--- config.mk ---
export PLATFORM = sky130hd
export DESIGN_NAME = dhrs_reset_seq
export DESIGN_NICKNAME = d
export VERILOG_FILES = /design/src/include/dhrs_pkg.sv /design/src/rtl/dhrs_reset_seq.sv
export SDC_FILE = /design/constraint.sdc
export NUM_CORES = 1
export LEC_CHECK = 0
export BUFFER_PORTS_ARGS = -buffer_cell sky130_fd_sc_hd__buf_4
export CAP_MARGIN = 20
export CORE_AREA = 5 5 113 115
export CTS_BUF_LIST = sky130_fd_sc_hd__clkbuf_8
export DETAILED_ROUTE_END_ITERATION = 8
export DIE_AREA = 0 0 118 120
export HOLD_SLACK_MARGIN = 0.02
export PLACE_DENSITY = 0.71
export SLEW_MARGIN = 25
export SYNTH_ARGS = -nofsm -noshare
export SYNTH_HDL_FRONTEND = slang
export SYNTH_SLANG_ARGS = --single-unit
--- constraint.sdc ---
create_clock -name clk -period 2.7 [get_ports clk]
set_input_delay 0 -clock clk [delete_from_list [all_inputs] [get_ports clk]]
set_output_delay 0 -clock clk [all_outputs]
set_load 0.03 [all_outputs]
--- src/include/dhrs_pkg.sv ---
// Package: constants and types of the display hardware reset sequencer
package dhrs_pkg;

  // ****************************************************
  // Clock
  // ****************************************************
  localparam int unsigned CLK_PERIOD_NS = 10;

  // ****************************************************
  // Reset pin filter
  // ****************************************************
  localparam int unsigned REJECT_TIME_NS = 5000;
  localparam int unsigned FULL_TIME_NS   = 9000;
  localparam int unsigned GLITCH_TIME_NS = 20;
  // Least times: round up
  localparam int unsigned ACCEPT_CYC =
    (REJECT_TIME_NS + CLK_PERIOD_NS - 1) / CLK_PERIOD_NS;
  localparam int unsigned FULL_CYC =
    (FULL_TIME_NS + CLK_PERIOD_NS - 1) / CLK_PERIOD_NS;
  localparam int unsigned GLITCH_CYC =
    (GLITCH_TIME_NS + CLK_PERIOD_NS - 1) / CLK_PERIOD_NS;

  // ****************************************************
  // Cancel, blanking and command windows
  // ****************************************************
  localparam int unsigned CANCEL_IN_US   = 5000;
  localparam int unsigned CANCEL_OUT_US  = 120000;
  localparam int unsigned BLANK_MAX_US   = 120000;
  localparam int unsigned SLPOUT_WAIT_US = 120000;
  // Longest times: round down
  localparam int unsigned CANCEL_IN_CYC  = CANCEL_IN_US * 1000 / CLK_PERIOD_NS;
  localparam int unsigned CANCEL_OUT_CYC = CANCEL_OUT_US * 1000 / CLK_PERIOD_NS;
  localparam int unsigned BLANK_CYC      = BLANK_MAX_US * 1000 / CLK_PERIOD_NS;
  // Least time: round up
  localparam int unsigned SLPOUT_WAIT_CYC =
    (SLPOUT_WAIT_US * 1000 + CLK_PERIOD_NS - 1) / CLK_PERIOD_NS;

  // ****************************************************
  // Stored settings
  // ****************************************************
  localparam int unsigned OTP_WORDS   = 5;
  localparam int unsigned IDX_ID0     = 0;
  localparam int unsigned IDX_ID1     = 1;
  localparam int unsigned IDX_ID2     = 2;
  localparam int unsigned IDX_COMELEC = 3;
  localparam int unsigned IDX_OTHER   = 4;
  localparam logic [7:0]  SET_DEFAULT = 8'h00;

  // ****************************************************
  // Types
  // ****************************************************
  typedef logic [23:0] dhrs_tmr_t;
  typedef logic [9:0]  dhrs_low_t;
  typedef logic [1:0]  dhrs_hi_t;
  typedef logic [2:0]  dhrs_idx_t;
  typedef logic [7:0]  dhrs_byte_t;

  typedef enum logic [1:0] {
    ST_HOLD = 2'b00,
    ST_LOAD = 2'b01,
    ST_WAIT = 2'b10,
    ST_RUN  = 2'b11
  } dhrs_state_t;

endpackage

--- src/rtl/dhrs_reset_seq.sv ---
// Module: hardware reset filter, settings load and cancel sequencer
`timescale 1ns/1ps
module dhrs_reset_seq #(
  parameter int unsigned CANCEL_IN_CYC  = dhrs_pkg::CANCEL_IN_CYC,
  parameter int unsigned CANCEL_OUT_CYC = dhrs_pkg::CANCEL_OUT_CYC,
  parameter int unsigned BLANK_CYC      = dhrs_pkg::BLANK_CYC,
  parameter int unsigned SLPOUT_CYC     = dhrs_pkg::SLPOUT_WAIT_CYC
) (
  // Clock and reset
  input  wire logic               clk,
  input  wire logic               nrst,
  // Reset pin and mode
  input  wire logic               hwResetN,
  input  wire logic               sleepOutMode,
  // Settings memory read port
  output logic                    otpRdEn,
  output dhrs_pkg::dhrs_idx_t     otpAddr,
  input  wire dhrs_pkg::dhrs_byte_t otpRdData,
  input  wire logic               otpRdValid,
  // Core status
  output logic                    coreResetN,
  output logic                    cmdReady,
  output logic                    sleepOutOk,
  output logic                    displayBlank,
  output logic                    blankSeqActive,
  output logic                    otpFault,
  // Loaded settings
  output dhrs_pkg::dhrs_byte_t    idByte0,
  output dhrs_pkg::dhrs_byte_t    idByte1,
  output dhrs_pkg::dhrs_byte_t    idByte2,
  output dhrs_pkg::dhrs_byte_t    commonElectrodeSetting,
  output dhrs_pkg::dhrs_byte_t    otherSetting
);

  // ****************************************************
  // Functions
  // ****************************************************
  function automatic dhrs_pkg::dhrs_tmr_t satInc(
    input dhrs_pkg::dhrs_tmr_t v
  );
    satInc = (&v) ? v : v + dhrs_pkg::dhrs_tmr_t'(1);
  endfunction

  function automatic dhrs_pkg::dhrs_tmr_t cancelLast(input logic wasOut);
    cancelLast = wasOut ? dhrs_pkg::dhrs_tmr_t'(CANCEL_OUT_CYC - 1)
                        : dhrs_pkg::dhrs_tmr_t'(CANCEL_IN_CYC - 1);
  endfunction

  // ****************************************************
  // State
  // ****************************************************
  dhrs_pkg::dhrs_state_t st_r;
  dhrs_pkg::dhrs_state_t st_nxt;
  dhrs_pkg::dhrs_hi_t    highCnt_r;
  dhrs_pkg::dhrs_low_t   lowCnt_r;
  dhrs_pkg::dhrs_tmr_t   tmr_r;
  dhrs_pkg::dhrs_tmr_t   blkCnt_r;
  logic                  blkBusy_r;
  logic                  wasOut_r;
  logic                  otpFault_r;
  dhrs_pkg::dhrs_idx_t   otpIdx_r;
  dhrs_pkg::dhrs_byte_t  mem_r [dhrs_pkg::OTP_WORDS];

  // ****************************************************
  // Pin filter
  // ****************************************************
  localparam dhrs_pkg::dhrs_hi_t  HI_FULL =
    dhrs_pkg::dhrs_hi_t'(dhrs_pkg::GLITCH_CYC);
  localparam dhrs_pkg::dhrs_low_t LOW_LAST =
    dhrs_pkg::dhrs_low_t'(dhrs_pkg::ACCEPT_CYC);

  wire filtHigh  = (highCnt_r == HI_FULL);
  wire rstAccept = !filtHigh && (lowCnt_r == LOW_LAST);
  wire enterHold = rstAccept && (st_r != dhrs_pkg::ST_HOLD);
  wire dhrs_pkg::dhrs_hi_t highCnt_nxt =
    !hwResetN ? '0 : (filtHigh ? highCnt_r : highCnt_r + 2'h1);
  wire dhrs_pkg::dhrs_low_t lowCnt_nxt =
    filtHigh ? '0 : (rstAccept ? lowCnt_r : lowCnt_r + 10'h001);

  // ****************************************************
  // Sequencing decode
  // ****************************************************
  wire timeUp   = (tmr_r == cancelLast(wasOut_r));
  wire lastWord = (otpIdx_r ==
                   dhrs_pkg::dhrs_idx_t'(dhrs_pkg::OTP_WORDS - 1));
  wire loadLast = (st_r == dhrs_pkg::ST_LOAD) && otpRdValid && lastWord;
  wire loadStep = (st_r == dhrs_pkg::ST_LOAD) && otpRdValid;
  wire blkLast  = (blkCnt_r == dhrs_pkg::dhrs_tmr_t'(BLANK_CYC - 1));
  wire blkStart = enterHold && sleepOutMode;

  always_comb
  begin
    st_nxt = st_r;
    case (st_r)
      dhrs_pkg::ST_HOLD:
        if (filtHigh)
          st_nxt = dhrs_pkg::ST_LOAD;
      dhrs_pkg::ST_LOAD:
        if (enterHold)
          st_nxt = dhrs_pkg::ST_HOLD;
        else if (timeUp)
          st_nxt = dhrs_pkg::ST_RUN;
        else if (loadLast)
          st_nxt = dhrs_pkg::ST_WAIT;
      dhrs_pkg::ST_WAIT:
        if (enterHold)
          st_nxt = dhrs_pkg::ST_HOLD;
        else if (!blkBusy_r || timeUp)
          st_nxt = dhrs_pkg::ST_RUN;
      dhrs_pkg::ST_RUN:
        if (enterHold)
          st_nxt = dhrs_pkg::ST_HOLD;
      default:
        st_nxt = dhrs_pkg::ST_HOLD;
    endcase
  end

  // ****************************************************
  // Registers
  // ****************************************************
  always_ff @(posedge clk)
  begin
    if (!nrst)
    begin
      st_r      <= dhrs_pkg::ST_HOLD;
      highCnt_r <= '0;
      lowCnt_r  <= '0;
    end
    else
    begin
      st_r      <= st_nxt;
      highCnt_r <= highCnt_nxt;
      lowCnt_r  <= lowCnt_nxt;
    end
  end

  // Cancel timer runs on past RUN so sleep-out wait is measurable
  always_ff @(posedge clk)
  begin
    if (!nrst || st_r == dhrs_pkg::ST_HOLD)
      tmr_r <= '0;
    else
      tmr_r <= satInc(tmr_r);
  end

  // Mode is caught once, when the reset is accepted
  always_ff @(posedge clk)
  begin
    if (!nrst)
      wasOut_r <= 1'b0;
    else if (enterHold)
      wasOut_r <= sleepOutMode;
  end

  // Blanking keeps running across release; cancel covers its length
  always_ff @(posedge clk)
  begin
    if (!nrst)
    begin
      blkBusy_r <= 1'b0;
      blkCnt_r  <= '0;
    end
    else if (blkStart)
    begin
      blkBusy_r <= 1'b1;
      blkCnt_r  <= '0;
    end
    else if (blkBusy_r)
    begin
      blkBusy_r <= !blkLast;
      blkCnt_r  <= satInc(blkCnt_r);
    end
  end

  always_ff @(posedge clk)
  begin
    if (!nrst || st_r == dhrs_pkg::ST_HOLD)
    begin
      otpIdx_r   <= '0;
      otpFault_r <= 1'b0;
    end
    else
    begin
      if (loadStep && !lastWord)
        otpIdx_r <= otpIdx_r + 3'h1;
      if (st_r == dhrs_pkg::ST_LOAD && timeUp && !loadLast)
        otpFault_r <= 1'b1;
    end
  end

  // Defaults while held, so a slow memory still leaves sane values
  always_ff @(posedge clk)
  begin
    if (!nrst || st_r == dhrs_pkg::ST_HOLD)
    begin
      for (int i = 0; i < dhrs_pkg::OTP_WORDS; i++)
        mem_r[i] <= dhrs_pkg::SET_DEFAULT;
    end
    else if (loadStep)
      mem_r[otpIdx_r] <= otpRdData;
  end

  // ****************************************************
  // Outputs
  // ****************************************************
  assign otpRdEn        = (st_r == dhrs_pkg::ST_LOAD);
  assign otpAddr        = otpIdx_r;
  assign coreResetN     = (st_r == dhrs_pkg::ST_RUN);
  assign cmdReady       = (st_r == dhrs_pkg::ST_RUN);
  assign sleepOutOk     = cmdReady &&
                          (tmr_r >= dhrs_pkg::dhrs_tmr_t'(SLPOUT_CYC));
  assign displayBlank   = (st_r != dhrs_pkg::ST_RUN) || blkBusy_r;
  assign blankSeqActive = blkBusy_r;
  assign otpFault       = otpFault_r;
  assign idByte0        = mem_r[dhrs_pkg::IDX_ID0];
  assign idByte1        = mem_r[dhrs_pkg::IDX_ID1];
  assign idByte2        = mem_r[dhrs_pkg::IDX_ID2];
  assign commonElectrodeSetting = mem_r[dhrs_pkg::IDX_COMELEC];
  assign otherSetting   = mem_r[dhrs_pkg::IDX_OTHER];

  // ****************************************************
  // Assertions
  // ****************************************************
  localparam int LOAD_LAT_MIN = 1;
  localparam int LOAD_LAT_MAX = 2;
endmodule // dhrs_reset_seq

==> summary.md, run 1 <==
| Metric | Value |
|---|---|
| Core Footprint | `0.0117 mm²` |
| Vert. Die Dim | `120 µm` |
| Setup_tns | `0 ns` |
| Sw Share | `23.6%` |
| Final setup viols | `0` |
| First-pass GRT wire length | `19.0 mm` |
| Detailed Place HPWL | `8.33 mm` |
| DP Area | `0.00574 mm²` |
| Register share of total power | `59.4%` |
| Number of global-route vias before repair | `3928` |
| Worst endpoint required time | `3.02 ns` |
| Sw power | `0.679 mW` |
| Area contributors post-synth | `dfxtp_1, edfxtp_1, and2_1` |
| Worst-path fanout max | `23` |
| Overall routing resource usage | `16.1%` |
| Worst skew pair latency | `0.38 ns` |
| VDD IR max | `0.222 mV` |
| P&R area growth vs syn | `17.9%` |
| GP Congestion | `0.839` |
| Fin. Hold Viols | `0` |
| Most used flip-flop cell after synthesis | `dfxtp_1` |
| Vias | `4136` |
| Fillers | `1084` |
| IO Port Bufs | `62` |
| Largest net degree at the start of global routing | `26` |
| Unrepaired setup endpoints after global routing | `false` |
| FP Rows | `40` |
| WS Path Type | `register to register` |
| Post-synth top cells | `dfxtp_1, nor2_1, and2_1` |
| Combinational fraction of design power | `5.1%` |
| Hold crit path type | `input pin to register` |
| Clock Tree Root | `clkbuf_8` |
| Clock Skews | `0.0124 ns` |
| Max Clk Rate | `0.476 GHz` |
| Netlist cell types | `55` |
| Period utilization | `77.8%` |
| Per-cell routed wire length | `15.1 µm` |
| Initial antenna violation count | `0` |
| Leakage power | `2.30 nW` |
| DRT iter0 DRCs | `367` |
| Remaining global-route overflow | `0` |
| Yosys top cell area share | `26.4%` |
| Router iterations before antenna repair | `5` |
| Clk buf depth | `2` |
| Seq/Total Area, Yosys | `49.8%` |
| Final worst setup slack | `0.599 ns` |
| CTS tree | `yes` |
| Initial Util | `44.0%` |
| Vias per inst | `5.53` |
| Worst-Margin Slew | `0.623 ns` |
| Final-stage net count | `617` |
| Clock transition at path regs | `0.10 ns` |
| Async S/R FF share, synth | `0%` |
| #FFs+latches synth | `108` |
| Syn_nets | `544` |
| Pwr/cell area | `475 mW/mm²` |
| I/O pin count | `63` |
| Die X | `118 µm` |
| Pre-CTS setup slack | `0.543 ns` |
| CTS sink cnt | `108` |
| Internal power | `2.20 mW` |
| Total wire length | `11.3 mm` |
| EDFF count, synth | `40` |
| Arr. time, crit path | `2.42 ns` |
| DRC | `0` |
| Most frequent cell after synthesis | `dfxtp_1` |
| Syn Inst Count | `523` |
| Clk pwr share | `35.5%` |
| Critical Path Start Type | `register` |
| Syn Std Cell Area | `0.00515 mm²` |
| Die area | `0.0142 mm²` |
| Antenna-violating nets left | `0` |
| Worst setup EP type | `register` |
| CTS Buf Count | `9` |
| Final Instance Area | `0.00607 mm²` |
| CTS H-tree depth | `3` |
| Min cycle time layout | `2.10 ns` |
| Cell accounting for the most synthesized area | `dfxtp_1` |
| Max cap viols | `0` |
| Diodes inserted | `0` |
| Total power | `2.88 mW` |
| Run status | `complete, no violations` |
| Share of cells above drive strength 1 | `17.5%` |
| Synth Warn # | `0` |
| R2r setup slk | `0.60 ns` |
| Final slew viol count | `0` |
| Relative slew slack | `58.2%` |
| Average size of a mapped cell | `9.84 µm²` |
## logic make-up after synthesis
group | Yosys count | synth area share, %
compound gates | 77 | 9.82
buf+inv | 31 | 2.87
fa+ha+maj | 8 | 1.94
mux | 7 | 1.36
flops | 108 | 49.8
xor+xnor | 30 | 5.10
simple gates | 262 | 29.1
## what timing repair did
item,CTS,global route
endpoints found under the hold margin,45,0
hold buffers,12,0
buffers inserted,0,0
resized for setup,0,0
## path summary, 6_finish.rpt
| kind | startpoint | to | depth (start not counted) |
|---|---|---|---|
| hold reg to reg | lowCnt_r[8] | lowCnt_r[8] | 2 |
| setup / recovery | highCnt_r[0] | blkCnt_r[5] | 8 |
| setup reg to reg | highCnt_r[0] | blkCnt_r[5] | 8 |
| hold / removal | otpRdValid | otpAddr[2] | 4 |
## worst max-delay path, stage by stage (launching register included)
cell and delay (ns):
dfxtp_1 0.33, inv_1 0.06, ha_1 0.25, nand4bb_1 0.20, nor4_4 0.04, buf_4 0.17
a21bo_2 0.35, or4_1 0.55, nand2_1 0.08
## per-layer routing
metal	up-vias	global-route usage (%)	routed length, µm
met5	-	0	0
met4	0	7.31	252
met3	18	3.25	670
met2	127	26.2	5250
met1	1959	20.5	5100
li1	2032	-	-
## state kept, by name, indices dropped and copies added (netlist names)
name	count
mem_r	40
blkCnt_r	24
tmr_r	24
lowCnt_r	10
otpAddr	3
highCnt_r	2
st_r	2
blankSeqActive	1
otpFault	1
wasOut_r	1
## through the flow
step / instances / util (%) / hold slack [ns]
finish: 748 / 51.8 / 0.0345
global route: 748 / 51.8 / 0.0276
CTS: 748 / 51.8 / 0.0210
detailed placement: 720 / 49.0 / 0.284
global placement: 720 / 49.0 / 0.273
floorplan: 523 / - / 0.150
## layout by cell type, fill, tap and decap left out, types with 2 or more instances in the layout
cell type	n
and3_2	3
dlygate4sd3_1	12
nand4_1	18
nand2_1	30
xnor2_1	16
and2_1	46
a2111oi_4	2
nor2b_1	3
and4_1	6
o21ai_0	22
or4_1	4
nand4_2	4
inv_1	13
ha_1	8
clkbuf_8	9
buf_4	68
a21oi_1	23
and2_2	2
mux2i_1	7
o211a_1	2
nand4b_1	3
dfxtp_1	68
nand2b_1	7
a31oi_1	3
o211ai_1	9
nand3_1	29
nor4_1	8
and3_1	8
a211oi_1	4
nor2_1	51
edfxtp_1	40
nor4_4	2
inv_8	2
nor3_1	13
xor2_1	14
or3_1	15
o21ai_1	4
## final cells by class
| type | count | area, µm² | area share, % |
|---|---|---|---|
| tap | 147 | 184 | 3.03 |
| clock inverter | 7 | 82.6 | 1.36 |
| inverter | 13 | 48.8 | 0.804 |
| sequential | 108 | 2560 | 42.2 |
| clock buffer | 9 | 124 | 2.04 |
| timing repair buffer | 80 | 631 | 10.4 |
| multi-input combinational | 384 | 2440 | 40.2 |
## power groups by stage
stage / Combinational [mW] / Clock, mW / Sequential [mW]
2_1_floorplan: 0.0454 / 0 / 1.78
3_3_place_gp: 0.131 / 0 / 1.75
3_5_place_dp: 0.134 / 0 / 1.75
4_1_cts: 0.149 / 1.05 / 1.71
5_1_grt: 0.159 / 1.13 / 1.71
6_report: 0.147 / 1.02 / 1.71
No activity file was read; power rests on OpenSTA's default activity.
==> run 2, diff against run 1 <==
Clock period 2.7 ns to 2 ns, I/O delays scaled along.
==> summary.md, run 2 (synthesis gave the netlist of run 1 again) <==
| Metric | Value |
|---|---|
| Run status | `complete, no violations` |
| Fin. Hold Viols | `0 (unchanged)` |
| Most common cell after layout, fill and taps aside | `buf_4` |
| FP Rows | `40 (unchanged)` |
| Final worst setup slack | `0.160 ns (-0.440 ns)` |
| Arr. time, crit path | `2.16 ns (-0.26 ns)` |
| Core Footprint | `0.0117 mm² (unchanged)` |
| Vert. Die Dim | `120 µm (unchanged)` |
| Number of flip-flops in the largest register | `40 (unchanged)` |
| Register Area | `0.00256 mm² (unchanged)` |
| Period utilization | `92.0% (+14 points)` |
| Final setup viols | `0 (unchanged)` |
| CTS H-tree depth | `3 (unchanged)` |
| Vias | `4181 (+1.1%)` |
| Final slew viol count | `0 (unchanged)` |
| Relative slew slack | `59.7% (+1.5 points)` |
| Leakage power | `2.33 nW (+1.5%)` |
| IO Port Bufs | `62 (unchanged)` |
| Initial antenna violation count | `0 (unchanged)` |
| Per-cell routed wire length | `15.2 µm (+0.79%)` |
| Min-delay src | `sleepOutMode` |
| Worst setup path startpoint | `lowCnt_r[0]` |
| CTS Buf Count | `9 (unchanged)` |
| Diodes inserted | `0 (unchanged)` |
| Worst-path fanout max | `13 (-43%)` |
| P&R area growth vs syn | `19.2%` |
| Total wire length | `11.5 mm (+2.1%)` |
| Die area | `0.0142 mm² (unchanged)` |
| Worst-Margin Slew | `0.603 ns (-0.0203 ns)` |
| Share of cells above drive strength 1 | `19.0% (+1.5 points)` |
| Max Clk Rate | `0.543 GHz (+14%)` |
| Initial Util | `44.0% (unchanged)` |
| Clock Tree Root | `clkbuf_8` |
| Clk buf depth | `2 (unchanged)` |
| Largest net degree at the start of global routing | `19 (-27%)` |
| Number of global-route vias before repair | `4050 (+3.1%)` |
| Die X | `118 µm (unchanged)` |
| Largest register by flop count | `mem_r` |
| Pwr/cell area | `614 mW/mm² (+29%)` |
| WS Path Type | `register to register` |
| Detailed Place HPWL | `8.55 mm (+2.7%)` |
| Reg2reg start | `lowCnt_r[0]` |
| VDD IR max | `0.289 mV (+30%)` |
| Clock transition at path regs | `0.10 ns (about the same)` |
| CTS tree | `yes` |
| DRC | `0 (unchanged)` |
| I/O pin count | `63 (unchanged)` |
| Most frequent cells in the layout | `buf_4, dfxtp_1, nor2_1` |
| Remaining global-route overflow | `0 (unchanged)` |
| Pre-CTS setup slack | `0.148 ns (-0.394 ns)` |
| Final-stage net count | `627 (+1.6%)` |
| CTS sink cnt | `108 (unchanged)` |
| Min cycle time layout | `1.84 ns (-0.260 ns)` |
| Area of the multi-input gates | `0.00245 mm² (+0.41%)` |
| Unrepaired setup endpoints after global routing | `false` |
| Hold crit path type | `input pin to register` |
| Biggest regs | `mem_r: 40 flops, blkCnt_r: 24 flops, tmr_r: 24 flops` |
| Critical Path Start Type | `register` |
| Worst setup EP type | `register` |
| Antenna-violating nets left | `0 (unchanged)` |
| Worst skew pair latency | `0.38 ns (about the same)` |
| Max cap viols | `0 (unchanged)` |
| DRT iter0 DRCs | `266 (-28%)` |
| Overall routing resource usage | `16.3% (+0.20 points)` |
| Clock Skews | `0.00782 ns (-0.00462 ns)` |
| Fillers | `1065 (-1.8%)` |
| Worst endpoint required time | `2.32 ns (-0.70 ns)` |
| GP Congestion | `0.873 (+4.1%)` |
| Setup_tns | `0 ns (unchanged)` |
| Router iterations before antenna repair | `4 (-1)` |
| First-pass GRT wire length | `19.3 mm (+1.6%)` |
| Vias per inst | `5.52 (-0.25%)` |
## run 2: cell type report
type	count	share of cell area [%]
clock buffers	10	2.24
repair buffers	90	11.5
flip-flops and latches	108	41.8
inverters	13	0.795
well taps	147	3.00
multi-input cells	384	39.9
clock inverters	6	0.775
## run 2: report_power, final
| group | switching, mW | leakage (nW) | internal (mW) |
|---|---|---|---|
| combinational | 0.122 | 1.21 | 0.0846 |
| sequential | 0.0171 | 1.04 | 2.29 |
| clock | 0.753 | 0.0868 | 0.497 |
| total | 0.893 | 2.33 | 2.88 |
## run 2: path summary, 6_finish.rpt
| check | to | slack [ns] | depth (start not counted) |
|---|---|---|---|
| max reg2reg | blkCnt_r[5] | 0.16 | 7 |
| min | wasOut_r | 0.45 | 4 |
| max | blkCnt_r[5] | 0.16 | 7 |
| min reg2reg | blkCnt_r[21] | 0.50 | 2 |
## run 2: metrics by stage
step / area (µm²) / hold WS (ns) / total power, mW / instances / utilization (%)
3_5_place_dp: 5800 / 0.283 / 2.55 / 728 / 49.6
6_report: 6140 / 0.449 / 3.77 / 758 / 52.4
2_1_floorplan: 5150 / 0.150 / 2.46 / 523 / -
5_1_grt: 6140 / 0.489 / 3.91 / 758 / 52.4
4_1_cts: 6120 / 0.444 / 3.81 / 757 / 52.2
3_3_place_gp: 5800 / 0.275 / 2.54 / 728 / 49.6
## run 2: layer usage
| layer | track usage [%] | vias up | wire (µm) | part of all wire, % |
|---|---|---|---|---|
| met5 | 0 | - | 0 | 0 |
| met4 | 6.88 | 0 | 268 | 2.3 |
| met3 | 3.86 | 20 | 740 | 6.4 |
| met2 | 27.9 | 126 | 5470 | 48 |
| met1 | 19.5 | 1982 | 5030 | 44 |
| li1 | - | 2053 | - | - |
## run 2: critical path: stages, from the launching register on
cell and delay, ns:
dfxtp_1 0.40, inv_1 0.09, ha_1 0.20, nand4bb_1 0.14
nor4_4 0.07, a21bo_4 0.27, or4_1 0.52, nand2_1 0.09
## run 2: what timing repair did
item                                    4_1_cts  5_1_grt
hold buffers                                 13        0
endpoints found under the setup margin        0       16
setup buffers                                 0        1
endpoints found under the hold margin        46        0
gates resized for setup                       0        3
